File: config.mk
export PLATFORM = sky130hd
export DESIGN_NAME = branch_on_clear_flag_exec
export DESIGN_NICKNAME = d
export VERILOG_FILES = /design/src/branch_clear_pkg.sv /design/src/qphase_if.sv /design/src/qphase_div.sv /design/src/branch_on_clear_flag_exec.sv
export SDC_FILE = /design/constraint.sdc
export NUM_CORES = 1
export LEC_CHECK = 0
export CAP_MARGIN = 5
export CORE_AREA = 2 2 85 95
export CTS_CLUSTER_SIZE = 12
export DETAILED_ROUTE_END_ITERATION = 16
export DIE_AREA = 0 0 87 97
export DONT_BUFFER_PORTS = 1
export PLACE_DENSITY = 0.58
export SLEW_MARGIN = 20
export SYNTH_ARGS = -nofsm -noshare
export SYNTH_HDL_FRONTEND = slang
export SYNTH_HIERARCHICAL = 1
export SYNTH_SLANG_ARGS = --single-unit
File: constraint.sdc
create_clock -name clock -period 3.6 [get_ports clock]
set_input_delay 0.72 -clock clock [delete_from_list [all_inputs] [get_ports clock]]
set_output_delay 0.72 -clock clock [all_outputs]
set_load 0.03 [all_outputs]
File: src/branch_clear_pkg.sv
// constants, opcodes and state types shared by the conditional branch logic
// assumes one core clock split into four phases per instruction cycle
package branch_clear_pkg;
  localparam int PC_W = 21;              // program counter width
  localparam int INSN_W = 16;            // instruction word width
  localparam int OFS_W = 8;              // signed offset field width
  localparam int OPC_MSB = 15;           // upper opcode byte position
  localparam int OPC_LSB = 8;
  localparam int PHASES = 4;             // clocks per instruction cycle
  localparam logic [7:0] OPC_IF_NEG_CLEAR = 8'he7;
  localparam logic [7:0] OPC_IF_OVF_CLEAR = 8'he5;
  localparam logic [1:0] PHASE_RESET = 2'h0;
  localparam logic [PC_W-1:0] PC_RESET = 21'h000000;
  localparam logic [OFS_W-1:0] OFS_RESET = 8'h00;
  localparam logic [7:0] OPC_RESET = 8'h00;

  typedef enum logic [2:0] {
    S_IDLE, S_LIT, S_PROC, S_WRITE, S_FLUSH
  } br_state_t;

  // sign-extend the offset and double it, in program counter width
  function automatic logic [PC_W-1:0] ext_double(input logic [OFS_W-1:0] n);
    ext_double = {{(PC_W-OFS_W-1){n[OFS_W-1]}}, n, 1'b0};
  endfunction
endpackage

File: src/qphase_if.sv
// phase enables travelling from the phase divider to the branch logic
// assumes both ends run on the same core clock
`timescale 1ns/100ps
interface qphase_if;
  logic [3:0] q; // one-hot, bit 0 is the first phase
  modport src (output q);
  modport dst (input q);
endinterface // qphase_if

File: src/qphase_div.sv
// four-phase divider: one-cycle enables for each quarter of an instruction
// assumes one core clock and an asynchronous active-low reset
`timescale 1ns/100ps
module qphase_div
  import branch_clear_pkg::*;
(
  // clock and reset
  input wire logic clock,
  input wire logic rst_n,
  // phase enables
  qphase_if.src phase
);
  typedef struct packed {
    logic [1:0] cnt;
    logic [3:0] q;
  } div_t;
  div_t r;
  div_t next_r;

  // count phases; the enable is registered, so it trails cnt by one count
  always_comb begin
    next_r = r;
    next_r.cnt = r.cnt + 2'h1;
    next_r.q = 4'h1 << r.cnt;
  end

  // register the divider state
  always_ff @(posedge clock or negedge rst_n) begin
    if (!rst_n) begin
      r <= '{cnt: PHASE_RESET, q: 4'h0};
    end else begin
      r <= next_r;
    end
  end

  assign phase.q = r.q;
endmodule // qphase_div

File: src/branch_on_clear_flag_exec.sv
// execution of the two branch-on-clear-flag instructions of the core
// assumes the decoder offers an instruction at the first phase, the
// program counter input already points past the branch, and the flags
// come from logic on the same clock
`timescale 1ns/100ps
module branch_on_clear_flag_exec
  import branch_clear_pkg::*;
(
  // clock and reset
  input wire logic clock,
  input wire logic rst_n,
  // instruction from the decoder
  input wire logic [INSN_W-1:0] insn,
  input wire logic insn_valid,
  // program counter and status flags
  input wire logic [PC_W-1:0] pc_next,
  input wire logic flag_negative,
  input wire logic flag_overflow,
  // program counter update and cycle status
  output logic pc_load,
  output logic [PC_W-1:0] pc_target,
  output logic branch_taken,
  output logic nop_cycle,
  output logic insn_retire,
  output logic [1:0] phase_now
);
  typedef struct packed {
    br_state_t st;
    logic [7:0] opc;
    logic [OFS_W-1:0] ofs;
    logic [PC_W-1:0] target;
    logic taken;
    logic pc_load;
    logic branch_taken;
    logic nop_cycle;
    logic insn_retire;
    logic [1:0] phase_now;
  } exec_t;

  exec_t r;
  exec_t next_r;
  qphase_if ph ();
  logic [7:0] insn_opc;
  logic cond_clear;

  qphase_div u_div (
    .clock(clock),
    .rst_n(rst_n),
    .phase(ph.src)
  );

  // opcode byte; the offset byte is taken straight from insn
  assign insn_opc = insn[OPC_MSB:OPC_LSB];

  // the flag tested depends on the latched opcode
  // any other opcode leaves cond_clear low, so nothing is taken
  always_comb begin
    cond_clear = 1'b0;
    if (r.opc == OPC_IF_NEG_CLEAR) begin
      cond_clear = !flag_negative;
    end else if (r.opc == OPC_IF_OVF_CLEAR) begin
      cond_clear = !flag_overflow;
    end
  end

  // one step per phase; nothing here writes a status flag
  always_comb begin
    next_r = r;
    next_r.pc_load = 1'b0;
    next_r.insn_retire = 1'b0;
    if (ph.q[0]) next_r.phase_now = 2'h0;
    if (ph.q[1]) next_r.phase_now = 2'h1;
    if (ph.q[2]) next_r.phase_now = 2'h2;
    if (ph.q[3]) next_r.phase_now = 2'h3;
    case (r.st)
      // decode: only our two opcodes are claimed
      S_IDLE: begin
        next_r.branch_taken = 1'b0;
        if (ph.q[0] && insn_valid &&
            (insn_opc == OPC_IF_NEG_CLEAR ||
             insn_opc == OPC_IF_OVF_CLEAR)) begin
          next_r.opc = insn_opc;
          next_r.ofs = insn[OFS_W-1:0];
          next_r.st = S_LIT;
        end
      end
      // read literal
      S_LIT: begin
        if (ph.q[1]) next_r.st = S_PROC;
      end
      // process: flags and base sampled together
      S_PROC: begin
        if (ph.q[2]) begin
          next_r.taken = cond_clear;
          next_r.target = pc_next + ext_double(r.ofs);
          next_r.st = S_WRITE;
        end
      end
      // write to the counter only when taken
      S_WRITE: begin
        if (ph.q[3]) begin
          if (r.taken) begin
            next_r.pc_load = 1'b1;
            next_r.branch_taken = 1'b1;
            next_r.nop_cycle = 1'b1;
            next_r.st = S_FLUSH;
          end else begin
            next_r.insn_retire = 1'b1;
            next_r.st = S_IDLE;
          end
        end
      end
      // whole idle cycle; the fetched word is ignored meanwhile, because
      // the fetch already in the pipe belongs to the abandoned path
      S_FLUSH: begin
        if (ph.q[3]) begin
          next_r.nop_cycle = 1'b0;
          next_r.insn_retire = 1'b1;
          next_r.st = S_IDLE;
        end
      end
      default: next_r.st = S_IDLE;
    endcase
  end

  // register all state
  // reset puts every output low at once, no clock edge needed
  always_ff @(posedge clock or negedge rst_n) begin
    if (!rst_n) begin
      r <= '{st: S_IDLE, opc: OPC_RESET, ofs: OFS_RESET, target: PC_RESET,
             taken: 1'b0, pc_load: 1'b0, branch_taken: 1'b0,
             nop_cycle: 1'b0, insn_retire: 1'b0, phase_now: PHASE_RESET};
    end else begin
      r <= next_r;
    end
  end

  // outputs all come from the state register
  assign pc_load = r.pc_load;
  assign pc_target = r.target;
  assign branch_taken = r.branch_taken;
  assign nop_cycle = r.nop_cycle;
  assign insn_retire = r.insn_retire;
  assign phase_now = r.phase_now;
endmodule // branch_on_clear_flag_exec

==> summary.txt, run 1 <==
Clock network
  – CTS tree: yes
  – CTS Sinks: 53
  – CTS Buffer Depth: 2
  – CTS Hold Bufs: 0
  – CTS resizes: 0
  – Post-CTS Setup Repair Bufs: 0
  – H-Tree Level Count: 2
  – Worst skew pair latency: 0.30 ns
  – Clk slew on worst S/H paths: 0.10 ns
  – Clock Tree Root: clkbuf_8
  – CTS buffer count: 5

Global routing
  – GRT Residual Overflow: 0
  – GRT Overall Usage: 0.152
  – Largest net degree at the start of global routing: 54
  – Initial antenna violation count: 0
  – Vias in the first global route: 2139
  – Global-route wire length before repair: 10300 um

Die
  – I/O pins: 69
  – Die area: 0.00844 mm^2
  – Std cell rows: 33
  – Die W: 87 um
  – Core footprint: 0.00739 mm^2
  – DIE HEIGHT: 97 um
  – Initial Util: 0.444

Detailed routing
  – Initial DRC Count: 83
  – Vias/cell: 5.60
  – Number of nets still failing antenna checks after routing: 0
  – Total number of vias: 2139
  – Drt wl/cell: 16.1 um
  – Drt drc: 0
  – DRT Wirelength: 6160 um
  – Drt first pass iters: 4

Synth
  – Syn avg cell area: 10.1 um^2
  – Synth top cells by count: 53 x dfrtp_1, 34 x nand2_1, 29 x buf_4
  – Syn Nets: 390
  – Synth unique cells: 54
  – Synthesized area: 0.00328 mm^2
  – Ranking of synthesized cells by area: dfrtp_1 40%, ha_1 8.8%, buf_4 6.6%, mux2_2 4.1%, nand2_1 3.9%
  – Register area share after synthesis: 0.404
  – Synth Register Bits: 53
  – Cells after Synth: 324
  – Top-area cell type share of the netlist area: 0.404
  – Synth Flop Type: dfrtp_1
  – YS warnings: 6
  – Most frequent cell after synthesis: dfrtp_1
  – Largest area contributor in the synthesized netlist: dfrtp_1
  – Number of synthesized flops with an enable pin: 0
  – Asr flop ratio synth: 1.00

STA
  – Worst Tran Pin Value: 0.950 ns
  – Period Utilization, post-route: 0.703
  – Timing-limited maximum frequency: 395 MHz
  – Fin crit period: 2.53 ns
  – Aggregate negative setup slack: 0 ns
  – RSZ-0062 raised after global routing: false
  – Final Max Slew Viols: 0
  – Final setup vio count: 0
  – Slew headroom: 0.362
  – Final Hold Fails: 0
  – Worst clock skew: 0.00782 ns

Setup path
  – Startpoint class of the critical path: flop
  – Crit end category: flop
  – Internal reg-to-reg setup slack: 1.07 ns
  – RR Endpoint: pc_target[17]
  – CP Class: reg2reg
  – R2r startpoint: r[35]
  – Critical Path Fanout Max: 14
  – WP data arrival: 2.72 ns
  – CP Data Required Time: 3.79 ns
  – R2r worst-path depth: 7

Hold path
  – Worst Hold Class: in2async

Status
  – Status: finished clean

Finish
  – Layout cell share with drive strength beyond 1: 0.142
  – Final #Nets: 360
  – Fin util: 0.438
  – Ant diodes: 0
  – Area Growth Syn to Fin: -1.41%

Placed design
  – Routability Congestion: 0.829
  – Port Buffer Count: 0
  – Post-DP HPWL: 4620 um

Power and ir drop
  – VDD IR-drop max: 0.200 mV
  – Power Density: 520 mW/mm^2
  – Total leakage power: 0.00149 uW

Job
  – Max cap viols: 0
==> where the power goes <==
group / internal [uW] / switching [uW]
clock: 142 / 207
combinational: 119 / 111
sequential: 726 / 375
total: 987 / 693
==> placed cells by master, fill, tap and decap left out, types with 2 or more instances in the layout <==
cell / count
nor3b_1: 2
nor4b_1: 2
o21ai_0: 20
o21ai_2: 2
nand4_1: 5
a22o_1: 2
o31ai_1: 2
a211oi_1: 3
or2_2: 6
inv_6: 2
o211ai_1: 3
dfrtp_1: 53
a2111oi_4: 3
nor3_1: 4
nand2_1: 34
o21ai_1: 5
and3_1: 3
nor2_1: 18
o21bai_1: 2
xnor2_1: 6
a311oi_2: 2
xor2_1: 9
nor2b_1: 7
clkbuf_8: 5
ha_1: 23
a21oi_1: 16
mux2_2: 12
a21o_1: 5
nand3_1: 7
o22ai_1: 2
inv_1: 5
a22oi_1: 2
==> final cells by class <==
cell class | instances | area, um^2
Tap cell | 87 | 109
Inverter | 5 | 18.8
Timing Repair Buffer | 1 | 7.51
Clock buffer | 5 | 68.8
Clock inverter | 3 | 25.0
Fill cell | 711 | 4160
Sequential cell | 53 | 1330
Multi-Input combinational cell | 228 | 1680
==> worst max path at each step <==
stage	from	endpoint	slack [ns]	cells after the start
detailed placement	pc_next[1]	pc_target[15]	0.84	8
CTS	r[35]	pc_target[17]	1.06	7
floorplan	pc_next[1]	pc_target[19]	1.07	8
finish	r[35]	pc_target[17]	1.07	7
global placement	pc_next[1]	pc_target[15]	0.84	8
global route	r[35]	pc_target[17]	0.87	7
==> logic make-up after synthesis <==
kind of cell,synth area share
AND/OR/NAND/NOR,0.150
AO/OA/AOI/OAI,0.183
flip-flops,0.404
buffers and inverters,0.0854
adder cells (fa/ha/maj),0.0938
XOR/XNOR,0.0400
multiplexers,0.0442
==> state kept, by name, indices dropped and copies added, names as in the netlist <==
name and cells:
pc_target 21, r 20, u_div/phase.q 4, phase_now 2
u_div/r 2, branch_taken 1, insn_retire 1, nop_cycle 1
pc_load 1
==> per-layer routing <==
layer / up-vias / share of wire / GRT usage
met5: - / 0 / 0
met4: 0 / 0.0054 / 0.0288
met3: 2 / 0.076 / 0.0563
met2: 54 / 0.48 / 0.247
met1: 1017 / 0.44 / 0.194
li1: 1066 / - / -
==> worst max-delay path: stages, from the launching register on <==
cell       delay [ns]
dfrtp_1          0.73
ha_1             0.47
and3_1           0.28
a2111oi_4        0.35
nor2_2           0.09
a311oi_2         0.26
xor2_1           0.16
o21ai_1          0.07
==> metrics by stage <==
step	hold WS (ns)	area (um^2)	setup slack, ns	power, uW	instances
after global routing	0.0689	3230	0.868	1780	382
final	0.0919	3230	1.07	1680	382
after floorplan	0.423	3280	1.07	1450	324
after global placement	0.425	3140	0.844	1340	374
after detailed placement	0.426	3140	0.835	1350	374
after CTS	0.0784	3230	1.06	1710	382
(Power assumes the default switching activity.)
==> run 2, diff against run 1 <==
PLACE_DENSITY = 0.61   (was 0.58)
clock period = 2.1 ns   (was 3.6 ns; I/O delays follow)
==> run 2 against run 1 <==
The run now ends with negative setup slack left. Clock power rose by 110%. First-iteration DRC count fell by 40%. Worst hold slack improved by 0.16 ns. Highest routed layer unchanged.
==> summary.txt, run 2 (synthesis gave the netlist of run 1 again) <==
Status
  – Status: complete, but fails checks (was finished clean)
  – Failing checks: negative setup slack

STA
  – Worst clock skew: 0.00997 ns (was 0.00782 ns)
  – Final worst setup slack: -0.0931 ns (was 1.07 ns)
  – Period Utilization, post-route: 1.04 (was 0.703)
  – Slew headroom: 0.666 (was 0.362)
  – Worst Tran Pin Value: 0.499 ns (was 0.950 ns)
  – Final Hold Fails: 0 (unchanged)
  – Final setup vio count: 6 (was 0)
  – Fin crit period: 2.19 ns (was 2.53 ns)
  – RSZ-0062 raised after global routing: true (was false)
  – Final Max Slew Viols: 0 (unchanged)
  – Timing-limited maximum frequency: 456 MHz (was 395 MHz)

Finish
  – Most frequent cells in the layout: 52 x dfrtp_1, 34 x nand2_1, 26 x buf_4 (was 53 x dfrtp_1, 34 x nand2_1, 23 x ha_1)
  – Fin util: 0.490 (was 0.438)
  – Fillers: 655 (was 711)
  – Max reg flops: 21 (unchanged)
  – Commonest non-fill, non-tap cell in the layout: dfrtp_1 (unchanged)
  – Layout cell share with drive strength beyond 1: 0.269 (was 0.142)
  – Final #Nets: 388 (was 360)
  – Area Growth Syn to Fin: 10.3% (was -1.41%)
  – Ant diodes: 0 (unchanged)
  – Design area: 0.00362 mm^2 (was 0.00323 mm^2)

Placed design
  – Post-DP HPWL: 5100 um (was 4620 um)
  – Pre-CTS setup slack: -0.0935 ns (was 0.835 ns)
  – Routability Congestion: 0.910 (was 0.829)
  – Port Buffer Count: 0 (unchanged)
  – Area post-placement: 0.00339 mm^2 (was 0.00314 mm^2)

Global routing
  – Vias in the first global route: 2268 (was 2139)
  – GRT Residual Overflow: 0 (unchanged)
  – Initial antenna violation count: 0 (unchanged)
  – Largest net degree at the start of global routing: 54 (unchanged)
  – Global-route wire length before repair: 11100 um (was 10300 um)
  – GRT Overall Usage: 0.163 (was 0.152)

Clock network
  – CTS buffer count: 5 (unchanged)
  – CTS Sinks: 53 (unchanged)
  – CTS tree: yes (unchanged)
  – CTS Buffer Depth: 2 (unchanged)
  – Clock Tree Root: clkbuf_8 (unchanged)
  – H-Tree Level Count: 2 (unchanged)
  – Worst skew pair latency: 0.31 ns (was 0.30 ns)
  – Clk slew on worst S/H paths: 0.11 ns (was 0.10 ns)
  – Post-CTS Setup Repair Bufs: 0 (unchanged)

Detailed routing
  – Number of nets still failing antenna checks after routing: 0 (unchanged)
  – Drt drc: 0 (unchanged)
  – Drt first pass iters: 4 (unchanged)
  – Initial DRC Count: 50 (was 83)
  – DRT Wirelength: 6630 um (was 6160 um)
  – Vias/cell: 5.46 (was 5.60)
  – Drt wl/cell: 16.2 um (was 16.1 um)
  – Total number of vias: 2237 (was 2139)

Setup path
  – Most common cell on crit path: a311oi_2
  – R2r startpoint: r[28] (was r[35])
  – RR Endpoint: pc_target[17] (unchanged)
  – CP Data Required Time: 2.29 ns (was 3.79 ns)
  – Crit end category: flop (unchanged)
  – WP data arrival: 2.39 ns (was 2.72 ns)
  – CP Class: reg2reg (unchanged)
  – CP max-delay cell: dfrtp_1 (unchanged)
  – CP max stage delay: 0.42 ns (was 0.73 ns)
  – WP buf/inv: 1 (was 0)
  – Internal reg-to-reg setup slack: -0.09 ns (was 1.07 ns)
  – R2r worst-path depth: 9 (was 7)
  – Critical Path Fanout Max: 3 (was 14)
  – Startpoint class of the critical path: flop (unchanged)
  – CP cell instances: ha_4 -> fa_2 -> a21o_1 -> a311oi_2 -> buf_4 -> o21ai_4 -> a311oi_2 -> xor2_1 -> o21ai_1 (was ha_1 -> and3_1 -> a2111oi_4 -> nor2_2 -> a311oi_2 -> xor2_1 -> o21ai_1)
  – Crit path max-delay family: compound AO/OA/AOI/OAI gates (was flip-flops)

Power and ir drop
  – Cell internal pwr: 1870 uW (was 987 uW)
  – Power Density: 863 mW/mm^2 (was 520 mW/mm^2)
  – Total leakage power: 0.00164 uW (was 0.00149 uW)
  – Sw frac: 0.403 (was 0.413)
  – Clk pwr share: 0.234 (was 0.208)
  – Comb power frac: 0.161 (was 0.137)
  – Reg power frac: 0.605 (was 0.655)
  – Switching pwr: 1260 uW (was 693 uW)
  – VDD IR-drop max: 0.349 mV (was 0.200 mV)

Die
  – I/O pins: 69 (unchanged)
  – Initial Util: 0.444 (unchanged)
  – Die W: 87 um (unchanged)
  – Std cell rows: 33 (unchanged)
  – Core footprint: 0.00739 mm^2 (unchanged)
  – Die area: 0.00844 mm^2 (unchanged)
  – DIE HEIGHT: 97 um (unchanged)

Hold path
  – Worst Hold Class: in2reg (was in2async)
  – Min-delay src: insn[0]
  – Hold path cells: 1
  – Hold Path End: r[28]

Job
  – Max cap viols: 0 (unchanged)
[run 2: changes by cell type in the layout (fill, tap and decap cells not counted), sizes merged]
cell / before / now
buf: 1 / 28
bufinv: 0 / 1
clkinvlp: 1 / 0
dlygate4sd3: 0 / 1
[run 2: metal layers]
layer  GRT usage  routed length [um]  vias up  part of all wire
li1            -                   -     1130                 -
met1       0.220                3040     1045              0.46
met2       0.252                3070       53              0.46
met3      0.0478                 400        9             0.060
met4      0.0493                 115        0             0.017
met5           0                   0        -                 0
[run 2: how the worst max path moves through the flow]
stage / startpoint / end / slack, ns / depth (start not counted)
after floorplan: pc_next[1] / pc_target[17] / 0.02 / 8
after global placement: pc_next[1] / pc_target[17] / -0.06 / 9
after detailed placement: pc_next[1] / pc_target[17] / -0.09 / 9
after CTS: r[28] / pc_target[17] / -0.12 / 9
after global routing: r[28] / pc_target[19] / -0.20 / 9
final: r[28] / pc_target[17] / -0.09 / 9
[run 2: cell type report]
| type | instances | area [um^2] | area share |
|---|---|---|---|
| Sequential cell | 53 | 1330 | 0.367 |
| Tap cell | 87 | 109 | 0.0301 |
| Multi-Input combinational cell | 228 | 1800 | 0.498 |
| Inverter | 5 | 18.8 | 0.00518 |
| Clock inverter | 3 | 47.5 | 0.0131 |
| Clock buffer | 5 | 68.8 | 0.0190 |
| Timing Repair Buffer | 29 | 244 | 0.0674 |
[run 2: power by group through the flow]
| stage | Clock, uW | Sequential [uW] | Combinational, uW |
|---|---|---|---|
| 6_report | 731 | 1890 | 503 |
| 5_1_grt | 789 | 1930 | 574 |
| 3_5_place_dp | 0 | 1920 | 462 |
| 4_1_cts | 750 | 1900 | 497 |
| 3_3_place_gp | 0 | 1910 | 450 |
| 2_1_floorplan | 0 | 1380 | 1100 |
[run 2: stage by stage]
| stage | total power (uW) | hold WS [ns] | std cells | setup TNS, ns |
|---|---|---|---|---|
| 2_1_floorplan | 2490 | 0.124 | 324 | 0 |
| 3_3_place_gp | 2360 | 0.126 | 400 | -0.218 |
| 3_5_place_dp | 2380 | 0.126 | 400 | -0.271 |
| 4_1_cts | 3150 | 0.242 | 410 | -0.381 |
| 5_1_grt | 3290 | 0.235 | 410 | -1.28 |
| 6_report | 3120 | 0.251 | 410 | -0.296 |
[run 2: repair_timing]
| item | in CTS | in global routing |
|---|---|---|
| pin swaps | 4 | 6 |
| hold endpoints to repair | 53 | 0 |
| gates resized for setup | 4 | 15 |
| hold buffers | 2 | 0 |
| endpoints found under the setup margin | 6 | 12 |
==> run 3, diff against run 2 <==
PLACE_DENSITY = 0.65   (was 0.61)
==> run 3 against run 2 <==
The flow still finishes with violations (negative setup slack). Power is 5.4% lower. Non-clock buffer count is 5 higher. Worst hold slack better by 0.017 ns. Critical path type unchanged.
==> summary.txt, run 3 (synthesis gave the netlist of run 1 again) <==
Placed design
  – Port Buffer Count: 0 (unchanged)
  – Placed Cells: 402 (was 400)
  – Routability Congestion: 0.941 (was 0.910)
  – Post-DP HPWL: 5180 um (was 5100 um)

Power and ir drop
  – VDD IR-drop max: 0.369 mV (was 0.349 mV)
  – Total leakage power: 0.00165 uW (was 0.00164 uW)
  – Power Density: 817 mW/mm^2 (was 863 mW/mm^2)
  – Switching pwr: 1200 uW (was 1260 uW)
  – Sw frac: 0.405 (was 0.403)
  – Cell internal pwr: 1760 uW (was 1870 uW)
  – Comb power frac: 0.188 (was 0.161)
  – Clk pwr share: 0.186 (was 0.234)
  – Reg power frac: 0.626 (was 0.605)

STA
  – Final setup vio count: 3 (was 6)
  – Worst clock skew: 0.00878 ns (was 0.00997 ns)
  – Hold slack: 0.268 ns (was 0.251 ns)
  – Period Utilization, post-route: 1.03 (was 1.04)
  – Timing-limited maximum frequency: 461 MHz (was 456 MHz)
  – RSZ-0062 raised after global routing: true (unchanged)
  – Final Hold Fails: 0 (unchanged)
  – Final Max Slew Viols: 0 (unchanged)
  – Final worst setup slack: -0.0709 ns (was -0.0931 ns)
  – Worst Tran Pin Value: 0.368 ns (was 0.499 ns)
  – Aggregate negative setup slack: -0.139 ns (was -0.296 ns)
  – Fin crit period: 2.17 ns (was 2.19 ns)
  – Slew headroom: 0.753 (was 0.666)

Finish
  – Most frequent cells in the layout: 52 x dfrtp_1, 34 x nand2_1, 31 x buf_4 (was 52 x dfrtp_1, 34 x nand2_1, 26 x buf_4)
  – Multi-input gate area: 0.00180 mm^2 (about the same)
  – Fin util: 0.489 (was 0.490)
  – Register Area: 0.00133 mm^2 (unchanged)
  – Non-Filler Instances: 415 (was 410)
  – Ant diodes: 0 (unchanged)
  – Commonest non-fill, non-tap cell in the layout: dfrtp_1 (unchanged)
  – Area Growth Syn to Fin: 10.2% (was 10.3%)
  – Layout cell share with drive strength beyond 1: 0.265 (was 0.269)
  – Fillers: 665 (was 655)
  – Max reg flops: 21 (unchanged)
  – Final #Nets: 393 (was 388)

Detailed routing
  – Initial DRC Count: 66 (was 50)
  – Vias/cell: 5.43 (was 5.46)
  – DRT Wirelength: 6640 um (was 6630 um)
  – Drt wl/cell: 16.0 um (was 16.2 um)
  – Total number of vias: 2252 (was 2237)
  – Drt first pass iters: 4 (unchanged)
  – Drt drc: 0 (unchanged)
  – Number of nets still failing antenna checks after routing: 0 (unchanged)

Global routing
  – GRT Residual Overflow: 0 (unchanged)
  – Vias in the first global route: 2305 (was 2268)
  – Global-route wire length before repair: 11200 um (was 11100 um)
  – GRT Overall Usage: 0.166 (was 0.163)
  – Initial antenna violation count: 0 (unchanged)
  – Largest net degree at the start of global routing: 54 (unchanged)

Hold path
  – Hold Path End: r[37] (was r[28])
  – Worst Hold Class: in2reg (unchanged)
  – Min-delay src: insn[9] (was insn[0])
  – Hold path cells: 1 (unchanged)

Die
  – Initial Util: 0.444 (unchanged)
  – Die W: 87 um (unchanged)
  – I/O pins: 69 (unchanged)
  – Std cell rows: 33 (unchanged)
  – DIE HEIGHT: 97 um (unchanged)
  – Core footprint: 0.00739 mm^2 (unchanged)
  – Die area: 0.00844 mm^2 (unchanged)

Setup path
  – Crit path max-delay family: compound AO/OA/AOI/OAI gates (unchanged)
  – R2r worst-path depth: 9 (unchanged)
  – Startpoint class of the critical path: flop (unchanged)
  – Critical Path Fanout Max: 3 (unchanged)
  – CP max-delay cell: dfrtp_1 (unchanged)
  – Internal reg-to-reg setup slack: -0.07 ns (was -0.09 ns)
  – R2r startpoint: r[28] (unchanged)
  – CP cell instances: ha_4 -> fa_2 -> a21o_1 -> a311oi_2 -> buf_4 -> o31ai_2 -> a21oi_2 -> o21ba_1 -> o211ai_1 (was ha_4 -> fa_2 -> a21o_1 -> a311oi_2 -> buf_4 -> o21ai_4 -> a311oi_2 -> xor2_1 -> o21ai_1)
  – WP data arrival: 2.34 ns (was 2.39 ns)
  – WP buf/inv: 1 (unchanged)
  – CP max stage delay: 0.42 ns (about the same)
  – CP Data Required Time: 2.27 ns (was 2.29 ns)
  – Crit end category: flop (unchanged)
  – CP Class: reg2reg (unchanged)
  – RR Endpoint: pc_target[19] (was pc_target[17])

Clock network
  – CTS tree: yes (unchanged)
  – H-Tree Level Count: 2 (unchanged)
  – Worst skew pair latency: 0.30 ns (was 0.31 ns)
  – CTS buffer count: 5 (unchanged)
  – CTS Sinks: 53 (unchanged)
  – CTS Buffer Depth: 2 (unchanged)
  – Clk slew on worst S/H paths: 0.09 ns (was 0.11 ns)
  – Clock Tree Root: clkbuf_8 (unchanged)

Status
  – Status: complete, but fails checks (unchanged)
  – Failing checks: negative setup slack (unchanged)

Job
  – Max cap viols: 0 (unchanged)
## run 3: changes by cell type in the layout (fill, tap and decap cells not counted), moves of 2 or more
cell / change
inv_6: -2
buf_4: +5
clkbuf_1: +2
a21oi_2: -2
a21oi_1: +2
## run 3: through the flow
stage	cell area (um^2)	setup slack, ns	power [uW]
final	3620	-0.0709	2950
after global routing	3620	-0.165	3150
after CTS	3540	-0.0835	3000
after detailed placement	3400	-0.0617	2400
after global placement	3400	-0.0218	2370
after floorplan	3330	0.0163	2490
## run 3: power by group through the flow
stage,sequential [uW],clock (uW),combinational (uW)
5_1_grt,1890,628,632
3_5_place_dp,1890,0,518
3_3_place_gp,1870,0,500
2_1_floorplan,1380,0,1100
6_report,1850,549,554
4_1_cts,1860,586,553
## run 3: worst max path at each step
stage | to | start | cells after the start
detailed placement | pc_target[19] | pc_next[1] | 9
global route | pc_target[19] | r[28] | 9
floorplan | pc_target[17] | pc_next[1] | 8
global placement | pc_target[17] | pc_next[1] | 9
finish | pc_target[19] | r[28] | 9
CTS | pc_target[19] | r[28] | 9
## run 3: final cells by class
| cell class | count | share of cell area |
|---|---|---|
| clock buffers | 7 | 0.0211 |
| clock inverters | 1 | 0.00208 |
| inverters | 5 | 0.00519 |
| multi-input cells | 228 | 0.497 |
| flip-flops and latches | 53 | 0.367 |
| well taps | 87 | 0.0301 |
| repair buffers | 34 | 0.0779 |
## run 3: metal layers
layer / track usage / wire length (um) / vias up
met1: 0.218 / 2950 / 1061
met5: 0 / 0 / -
li1: - / - / 1133
met4: 0.0529 / 110 / 0
met3: 0.0486 / 382 / 9
met2: 0.262 / 3200 / 49
## run 3: repair_timing
item,in CTS,in global routing
buffers inserted,0,3
endpoints found under the hold margin,53,0
endpoints found under the setup margin,5,12
pin swaps,5,7
hold buffers,2,0
gates resized for setup,6,9
